`config.mk`:
```
export PLATFORM = sky130hd
export DESIGN_NAME = hmv_device_flat
export DESIGN_NICKNAME = d
export VERILOG_FILES = /design/src/design/hmv_pkg.sv /design/src/design/hmv_port_if.sv /design/src/design/hmv_device.sv /design/src/flat_wrapper.sv
export SDC_FILE = /design/constraint.sdc
export NUM_CORES = 1
export LEC_CHECK = 0
export BUFFER_PORTS_ARGS = -buffer_cell sky130_fd_sc_hd__buf_2
export CORE_AREA = 3 3 234 351
export DETAILED_ROUTE_END_ITERATION = 7
export DIE_AREA = 0 0 237 354
export MAX_ROUTING_LAYER = met4
export SLEW_MARGIN = 20
export SYNTH_ARGS = -nofsm -noshare
export SYNTH_HDL_FRONTEND = slang
export SYNTH_SLANG_ARGS = --single-unit
export TNS_END_PERCENT = 10
```
`constraint.sdc`:
```
create_clock -name clk -period 1.8 [get_ports clk]
set_clock_uncertainty 0.2 [all_clocks]
set_input_delay 0.36 -clock clk [delete_from_list [all_inputs] [get_ports clk]]
set_output_delay 0.36 -clock clk [all_outputs]
set_load 0.05 [all_outputs]
```
`src/design/hmv_pkg.sv`:
```
`default_nettype none
package hmv_pkg;
    // ------------------------------------------------------------
    // Register map on the shared external port (word addresses)
    // ------------------------------------------------------------
    localparam int ADDR_W = 4;
    localparam logic [3:0] MSG_BASE_ADDR = 4'h0;
    localparam logic [3:0] VECTOR_ADDR = 4'h8;
    localparam logic [3:0] STATUS_ADDR = 4'h9;
    localparam int NUM_MSG = 8;
    localparam int VEC_ADDR_W = 24;
    localparam int STATUS_VIP_BIT = 0;
    localparam int STATUS_DWP_BIT = 1;
    // ------------------------------------------------------------
    // Reset values and timing
    // ------------------------------------------------------------
    localparam logic [31:0] VECTOR_RESET = 32'h0000_0040;
    localparam int VECTOR_LATENCY_CYC = 6;
    localparam int VECTOR_NOP_CYC = 5;
    localparam int DIRECT_WRITE_MAX_DELAY_CYC = 12;
    localparam int DIRECT_WRITE_DELAY_CYC = 3;
    // ------------------------------------------------------------
    // Host controller register map (AXI4-Lite byte addresses)
    // ------------------------------------------------------------
    localparam logic [7:0] H_CTRL = 8'h00;
    localparam logic [7:0] H_ADDR = 8'h04;
    localparam logic [7:0] H_WDATA = 8'h08;
    localparam logic [7:0] H_RDATA = 8'h0C;
    localparam logic [7:0] H_STAT = 8'h10;
    localparam int CTRL_GO_BIT = 0;
    localparam int CTRL_WRITE_BIT = 1;
    localparam int CTRL_DIRECT_BIT = 2;
    localparam int STAT_BUSY_BIT = 0;
    localparam int STAT_DONE_BIT = 1;
    typedef enum logic [1:0] {HMV_RESP_OKAY = 2'b00, HMV_RESP_SLVERR = 2'b10} hmv_resp_t;
endpackage : hmv_pkg
`default_nettype wire

```
`src/design/hmv_port_if.sv`:
```
`default_nettype none
interface hmv_port_if (input wire logic clk);
    logic req;
    logic wr;
    logic direct;
    logic [3:0] addr;
    logic [31:0] wdata;
    logic ready;
    logic [31:0] rdata;
    modport dev (input req, wr, direct, addr, wdata, output ready, rdata);
    modport host (output req, wr, direct, addr, wdata, input ready, rdata);
endinterface : hmv_port_if
`default_nettype wire

```
`src/design/hmv_device.sv`:
```
// The register offsets and the AXI4-Lite interface to the registers were decided locally.
`default_nettype none
module hmv_device
    import hmv_pkg::*;
#(
    parameter int DW_DELAY = hmv_pkg::DIRECT_WRITE_DELAY_CYC
) (
    input wire logic clk,
    input wire logic reset_n,
    hmv_port_if.dev port,
    input wire logic core_wr,
    input wire logic [3:0] core_addr,
    input wire logic [31:0] core_wdata,
    input wire logic core_rti,
    output logic [31:0] core_rdata,
    output logic irq_nop,
    output logic irq_enter,
    output logic [23:0] irq_target,
    output logic [7:0] irq_data,
    output logic status_push,
    output logic status_pop,
    output logic in_service,
    output logic mem_we,
    output logic [3:0] mem_addr,
    output logic [31:0] mem_wdata
);
    import hmv_pkg::*;

    // Counter is four bits wide and must expire at least once
    if (DW_DELAY < 1 || DW_DELAY > DIRECT_WRITE_MAX_DELAY_CYC) begin : g_bad_delay
        $error("DW_DELAY out of range");
    end

    // ------------------------------------------------------------
    // State
    // ------------------------------------------------------------
    typedef enum logic [1:0] {HMV_IDLE, HMV_LATENCY, HMV_SERVICE} hmv_vstate_t;
    typedef struct packed {
        logic [NUM_MSG-1:0][31:0] msg;
        logic [31:0] vector;
        logic vip;
        hmv_vstate_t vstate;
        logic [3:0] lat;
        logic dwp;
        logic [3:0] dw_cnt;
        logic [3:0] dw_addr;
        logic [31:0] dw_data;
        logic ready;
        logic [31:0] rdata;
        logic [31:0] core_rdata;
        logic irq_nop;
        logic irq_enter;
        logic status_push;
        logic status_pop;
        logic in_service;
        logic mem_we;
        logic [3:0] mem_addr;
        logic [31:0] mem_wdata;
    } hmv_dev_state_t;

    hmv_dev_state_t st, next_st;

    function automatic logic [31:0] reg_read(input hmv_dev_state_t s, input logic [3:0] a);
        logic [31:0] v;
        v = 32'h0000_0000;
        if (a < 4'(NUM_MSG)) begin
            v = s.msg[a[2:0]];
        end else if (a == VECTOR_ADDR) begin
            v = s.vector;
        end else if (a == STATUS_ADDR) begin
            v[STATUS_VIP_BIT] = s.vip;
            v[STATUS_DWP_BIT] = s.dwp;
        end
        return v;
    endfunction

    // ------------------------------------------------------------
    // Next state
    // ------------------------------------------------------------
    always_comb begin
        next_st = st;
        next_st.ready = 1'b0;
        next_st.irq_nop = 1'b0;
        next_st.irq_enter = 1'b0;
        next_st.status_push = 1'b0;
        next_st.status_pop = 1'b0;
        next_st.mem_we = 1'b0;
        next_st.core_rdata = reg_read(st, core_addr);
        // Core side access
        if (core_wr) begin
            if (core_addr < 4'(NUM_MSG)) begin
                next_st.msg[core_addr[2:0]] = core_wdata;
            end else if (core_addr == VECTOR_ADDR) begin
                next_st.vector = core_wdata;
            end
        end
        // Host register access, one-cycle ready; direct writes queue one deep
        if (port.req && !st.ready) begin
            if (port.wr && port.direct) begin
                if (!st.dwp) begin
                    next_st.dwp = 1'b1;
                    next_st.dw_cnt = 4'(DW_DELAY);
                    next_st.dw_addr = port.addr;
                    next_st.dw_data = port.wdata;
                    next_st.ready = 1'b1;
                end
            end else begin
                next_st.ready = 1'b1;
                next_st.rdata = reg_read(st, port.addr);
                if (port.wr && port.addr < 4'(NUM_MSG)) begin
                    next_st.msg[port.addr[2:0]] = port.wdata;
                end else if (port.wr && port.addr == VECTOR_ADDR && st.vstate != HMV_SERVICE) begin
                    next_st.vector = port.wdata;
                    next_st.vip = 1'b1;
                end
            end
        end
        // Direct write completes after its delay, possibly after later register writes
        if (st.dwp) begin
            if (st.dw_cnt <= 4'h1) begin
                next_st.dwp = 1'b0;
                next_st.mem_we = 1'b1;
                next_st.mem_addr = st.dw_addr;
                next_st.mem_wdata = st.dw_data;
            end else begin
                next_st.dw_cnt = st.dw_cnt - 4'h1;
            end
        end
        // Vector interrupt sequencing
        unique case (st.vstate)
            HMV_IDLE: begin
                if (st.vip) begin
                    next_st.vstate = HMV_LATENCY;
                    next_st.lat = 4'h1;
                    next_st.irq_nop = 1'b1;
                end
            end
            HMV_LATENCY: begin
                if (st.lat == 4'(VECTOR_NOP_CYC)) begin
                    next_st.vstate = HMV_SERVICE;
                    next_st.irq_enter = 1'b1;
                    next_st.status_push = 1'b1;
                end else begin
                    next_st.lat = st.lat + 4'h1;
                    next_st.irq_nop = 1'b1;
                end
            end
            HMV_SERVICE: begin
                if (core_rti) begin
                    next_st.vstate = HMV_IDLE;
                    next_st.status_pop = 1'b1;
                    next_st.vip = 1'b0;
                end
            end
        endcase
        if (!reset_n) begin
            next_st = '0;
            next_st.vector = VECTOR_RESET;
            next_st.vstate = HMV_IDLE;
        end
        next_st.in_service = (next_st.vstate == HMV_SERVICE);
    end

    always_ff @(posedge clk) begin
        st <= next_st;
    end

    // ------------------------------------------------------------
    // Outputs
    // ------------------------------------------------------------
    assign port.ready = st.ready;
    assign port.rdata = st.rdata;
    assign core_rdata = st.core_rdata;
    assign irq_nop = st.irq_nop;
    assign irq_enter = st.irq_enter;
    assign irq_target = st.vector[VEC_ADDR_W-1:0];
    assign irq_data = st.vector[31:VEC_ADDR_W];
    assign status_push = st.status_push;
    assign status_pop = st.status_pop;
    assign in_service = st.in_service;
    assign mem_we = st.mem_we;
    assign mem_addr = st.mem_addr;
    assign mem_wdata = st.mem_wdata;
endmodule : hmv_device
`default_nettype wire

```
`src/flat_wrapper.sv`:
```
// flat-port wrapper written by rule: the top's interface ports become plain ports
module hmv_device_flat import hmv_pkg::*;
#(
    parameter int DW_DELAY = hmv_pkg::DIRECT_WRITE_DELAY_CYC
)
  (clk, reset_n, core_wr, core_addr, core_wdata, core_rti, core_rdata, irq_nop, irq_enter, irq_target, irq_data, status_push, status_pop, in_service, mem_we, mem_addr, mem_wdata, port_req, port_wr, port_direct, port_addr, port_wdata, port_ready, port_rdata);
  hmv_port_if port_i (.clk(clk));
  input wire logic clk;
  input wire logic reset_n;
  input wire logic core_wr;
  input wire logic [3:0] core_addr;
  input wire logic [31:0] core_wdata;
  input wire logic core_rti;
  output logic [31:0] core_rdata;
  output logic irq_nop;
  output logic irq_enter;
  output logic [23:0] irq_target;
  output logic [7:0] irq_data;
  output logic status_push;
  output logic status_pop;
  output logic in_service;
  output logic mem_we;
  output logic [3:0] mem_addr;
  output logic [31:0] mem_wdata;
  input wire logic [$bits(port_i.req)-1:0] port_req;
  input wire logic [$bits(port_i.wr)-1:0] port_wr;
  input wire logic [$bits(port_i.direct)-1:0] port_direct;
  input wire logic [$bits(port_i.addr)-1:0] port_addr;
  input wire logic [$bits(port_i.wdata)-1:0] port_wdata;
  output wire logic [$bits(port_i.ready)-1:0] port_ready;
  output wire logic [$bits(port_i.rdata)-1:0] port_rdata;
  assign port_i.req = port_req;
  assign port_i.wr = port_wr;
  assign port_i.direct = port_direct;
  assign port_i.addr = port_addr;
  assign port_i.wdata = port_wdata;
  assign port_ready = port_i.ready;
  assign port_rdata = port_i.rdata;
  hmv_device #(.DW_DELAY(DW_DELAY)) u_core (.clk(clk), .reset_n(reset_n), .port(port_i), .core_wr(core_wr), .core_addr(core_addr), .core_wdata(core_wdata), .core_rti(core_rti), .core_rdata(core_rdata), .irq_nop(irq_nop), .irq_enter(irq_enter), .irq_target(irq_target), .irq_data(irq_data), .status_push(status_push), .status_pop(status_pop), .in_service(in_service), .mem_we(mem_we), .mem_addr(mem_addr), .mem_wdata(mem_wdata));
endmodule
```
* Word-level counts from Yosys, hierarchy flattened
Index checks and enable logic that the tools add are counted.
** Word-level totals
- Bits in registers :: 443
- Output and inout port bits :: 139
** Operators by class
- Multiplexer cells :: 52
- Magnitude comparators :: 7
- $add $sub $neg :: 2
- Equal/unequal tests :: 11
- Reductions and logical operators :: 18
- Bitwise operators :: 2
** Operators with widths (count)
- $mux W289 :: 2
- $bwmux W256 :: 2
- $mux W256 :: 2
- $mux W288 :: 1
- $mux W32 :: 9
- $bmux W32 S3 :: 2
- $demux W32 S3 :: 2
- $mux W154 :: 1
- $mux W41 :: 2
- $mux W37 :: 2
- $mux W74 :: 1
- $mux W33 :: 2
- $mux W30 :: 2
- $eq A4 B4 Y1 const B :: 4
- $mux W2 :: 7
- $reduce_and A2 Y1 :: 6
- $lt A3 B4 Y1 const B :: 2
- $lt A4 B4 Y1 const B :: 2
- $mux W4 :: 2
- $pmux W4 S2 :: 1
- $logic_and A1 B1 Y1 :: 7
- $mux W1 :: 7
- $ge A3 B1 Y1 const B :: 2
- $mux W6 :: 1
- 17 further kinds :: 21

* Logic depth before layout (Yosys ltp)
- Depth in word-level cells :: 15
- Gate-level depth with buffers :: 8

* Least setup slack after synthesis
Ideal clock, no wire load.
- Path type :: register to register
- From :: reg u_core.st, in the netlist u_core.port.ready
- To :: reg u_core.st[200] (netlist name)
- Data required time :: 1.509 ns
- Path slack :: -0.304 ns
- Arrival time :: 1.813 ns
- Period minus slack after synthesis :: 2.104 ns
- Cell stages (with the launch flop) :: 7
- Library setup time :: 0.091 ns
- Buffers on the path :: 2
- Cell sequence :: dfxtp_1 and4bb_2 buf_2 nand4_2 clkbuf_1 nor2_1 a311oi_1
** On the way
- Longest elaborated chain between the ends :: 3
** Ends and longest elaborated chain
- from (decl) :: line hmv_device.sv:61 : hmv_dev_state_t st, next_st;
- from (signal assigned) :: line hmv_device.sv:165 : st <= next_st;
- $logic_not A1 Y1 :: line hmv_device.sv:98 : if (port.req && !st.ready) begin
- $logic_and A1 B1 Y1 :: line hmv_device.sv:98
- $mux W289 :: line hmv_device.sv:98
Every way passes these cells.
A chain may end at the register's enable or synchronous reset.

* Final worst setup path
- From :: reg u_core.st[152] (netlist name)
- To :: reg u_core.st, in the netlist u_core.irq_target[6]
** On the way
- Longest elaborated chain between the ends :: 6
** Ends and longest elaborated chain
- $ne A2 B2 Y1 :: line hmv_device.sv:112 : end else if (port.wr && port.addr == VECTOR_ADDR && st.vstate != HMV_SERVICE) begin
- $logic_and A1 B1 Y1 :: line hmv_device.sv:112
- $mux W33 :: line hmv_device.sv:112
- $mux W33 :: line hmv_device.sv:110 : if (port.wr && port.addr < 4'(NUM_MSG)) begin
- $mux W289 :: line hmv_device.sv:99 : if (port.wr && port.direct) begin
- $mux W289 :: line hmv_device.sv:98
Every way passes these cells.

==> impl_metrics.yaml <==
placed_design:
  dp.cells: 3680
  place_area_um2: 26800
  io_buffer_count: 217
  dp_hpwl_um: 65500
  place_congestion: 0.892
yosys:
  ys_top_cells_by_area: "dfxtp_1, mux2i_1, a211oi_1"
  yosysSeqAreaShare: 0.372
  synthFlopType: "dfxtp_1"
  yosysMostFrequentCell: "dfxtp_1"
  synth_cell_types: 57
  yosysWarnings: 0
  syn_inst: 2640
  avgSynthCellArea_um2: 9.02
  synth_top_cell_area_share: 0.372
  synthArstFlopShare: 0
  ys_seq_elements: 442
  synth_nets: 2726
  synth_edf_count: 0
  yosys-top-cells-count: "dfxtp_1, mux2i_1, nor2_1"
  syn_area_um2: 23800
  yosys.area.top_type: "dfxtp_1"
cts:
  cts_buffers: 44
  cts-root-buf: "clkbuf_16"
  clock_sinks: 442
  cts_tree: "built"
  clk_latency_ps: 590
  clk_path_buf_depth: 3
  cts.clk_slew.worst_paths_ps: 70
  ctsHtreeMaxLevel: 2
critical_path:
  cpPeakStageDelay_ps: 370
  critPathMaxFanout: 8
  cp.required_ps: 2130
  cp_cell_sequence: "inv_4 > ha_4 > nor2b_4 > nand4_1 > buf_6 > clkbuf_16 > o211a_1 > o21ai_1"
  crit_type: "flip-flop to flip-flop"
  crit_path_end_kind: "flip-flop"
  startpoint_type: "flip-flop"
  arrival_ps: 2200
  cp_slowest_cell: "dfxtp_4"
detailed_routing:
  num_vias: 21800
  wl_um: 96600
  antenna_left: 0
  drtIter0Drc: 1819
  highest_layer: "met4"
  dr_wl_met2_um: 45300
  drc: 0
  post_drt_wl_per_cell_um: 25.1
  viasPerCell: 5.65
  met1_length_um: 39400
  routed-wl-met3_um: 7050
  drtPass1Iterations: 5
global_route:
  antenna_found_initial: 10
  grt_max_degree: 65
  track_usage: 0.222
  grt_pass1_vias: 21100
  overflow: 0
  grt_pass1_wl_um: 140000
pwr:
  p_sw_mw: 6.45
  seqPwrFrac: 0.442
  switching_share: 0.280
  p_int_mw: 16.6
  p_comb_frac: 0.137
  vdd_drop_max_uv: 621
  powerDensity_nw_per_um2: 773
  clockPowerShare: 0.421
  cellLeakagePower_nw: 11.3
layout:
  final_area_um2: 29800
  final_cells: 3852
  syn_to_final_growth_pct: 25.2
  fin_nets: 2861
  multiInputGateArea_um2: 13000
  seqCellArea_um2: 8880
  n_fill_cell: 7873
  drive_above_1_share: 0.263
run_status:
  failed_checks: "negative setup slack"
  outcome: "finished with violations"
timing:
  drv_slew: 0
  min_period_ps: 1870
  layout_setup_ws_ps: -73.2
  layout_worst_path_cycle_share: 1.04
  final_hold_viol_count: 0
  fmax_mhz: 534
  tns_ps: -1060
  finalSetupViolCount: 32
  rsz0062_at_grt: "yes"
  tightest_slew_ps: 772
  slew_headroom: 0.484
floorplan:
  die-height_um: 354
  start_util: 0.299
  dieArea_um2: 83900
  ioPinCount: 218
  coreArea_um2: 79600
  rows: 127
  die_w_um: 237
job:
  drv_cap: 0
min_path:
  min_path_type: "primary input to flip-flop"
[state kept, by name, summed over array words and instances (netlist names)]
signal / count
u_core.in_service: 1
u_core.core_rdata: 32
u_core.irq_data: 8
u_core.mem_we: 1
u_core.mem_addr: 4
u_core.port.rdata: 32
u_core.status_pop: 1
u_core.st: 304
u_core.port.ready: 1
u_core.irq_nop: 1
u_core.mem_wdata: 32
u_core.irq_enter: 1
u_core.irq_target: 24
[repair_timing]
action | in CTS | in global routing
cloned | 0 | 3
setup endpoints to repair | 137 | 136
gates resized for setup | 111 | 104
setup buffers | 2 | 7
hold buffers | 69 | 0
pin swaps | 2 | 33
endpoints found under the hold margin | 308 | 0
[worst max-delay path: cells and delay by family (launching register included)]
kind	cells	cell delay, ps
buffers and inverters	3	490
DFF	1	370
and+or+nand+nor	2	330
AOI/OAI and AO/OA	2	260
adders and majority gates	1	160
[per-layer routing]
layer,vias to the layer above,GRT usage
met2,1052,0.353
li1,9828,-
met5,-,-
met4,0,0.0983
met3,267,0.0386
met1,10600,0.275
[power groups by stage]
stage          logic (mW)  clock network [mW]  registers [mW]
2_1_floorplan        1.75                   0            10.3
3_3_place_gp         2.88                   0            10.4
3_5_place_dp         2.89                   0            10.4
4_1_cts              3.08                9.85            10.2
5_1_grt              3.30                10.2            10.2
6_report             3.16                9.69            10.2
[layout make-up]
cell class,count,share of cell area
multi-input combinational,1741,0.438
sequential,442,0.298
timing repair buffer,535,0.169
clock buffer,64,0.0442
tap,1032,0.0433
clock inverter,16,0.00504
inverter,11,0.00172
antenna,11,0.000924
[cells in the final DEF, fill, tap and decap left out, types with 11 or more instances in the layout]
cell type and n:
buf_6 38, nor2_2 18, nor2_1 284, clkbuf_8 12, a311oi_1 48, mux2_2 11, a211oi_1 192, a21oi_1 82
buf_2 138, a221oi_1 32, dlygate4sd3_1 69, o211ai_1 30, o21ai_0 99, a311oi_2 17, nand2_1 248, mux2i_1 316
clkbuf_16 46, a22oi_1 30, a22o_1 30, dfxtp_2 16, a211oi_2 31, o22ai_1 31, diode_2 11, dfxtp_1 424
buf_12 81, nand3_1 36, mux4_2 64, buf_4 203, o2bb2ai_1 61
[through the flow]
step                      hold slack (ps)  total power [mW]  utilization  setup slack, ps
after floorplan                       232              12.1            -            -29.9
after global placement                238              13.3        0.336             -401
after detailed placement              243              13.3        0.336             -408
after CTS                            17.1              23.1        0.367            -19.1
after global routing                 48.7              23.7        0.374             -126
final                                42.4              23.0        0.374            -73.2
[final timing paths]
kind | startpoint | endpoint | slack, ps | depth (start not counted)
setup reg to reg | u_core.st[152] | u_core.irq_target[6] | -70 | 8
hold / removal | port_req | u_core.port.ready | 40 | 3
hold reg to reg | u_core.st[129] | u_core.mem_wdata[22] | 250 | 2
setup / recovery | u_core.st[152] | u_core.irq_target[6] | -70 | 8
[cells by family (layout without fill, tap and decap cells)]
| kind of cell | count (synthesis) | in the layout | share of synthesized area |
|---|---|---|---|
| xor gates and xnor gates | 3 | 3 | 0.00110 |
| adders and majority gates | 7 | 7 | 0.00368 |
| muxes | 391 | 391 | 0.199 |
| AOI/OAI and AO/OA | 701 | 701 | 0.211 |
| DFF | 442 | 442 | 0.372 |
| other | 0 | 11 | 0 |
| buffers and inverters | 457 | 626 | 0.101 |
| and+or+nand+nor | 639 | 639 | 0.113 |
Note: power is estimated with default switching activity, not from simulation.
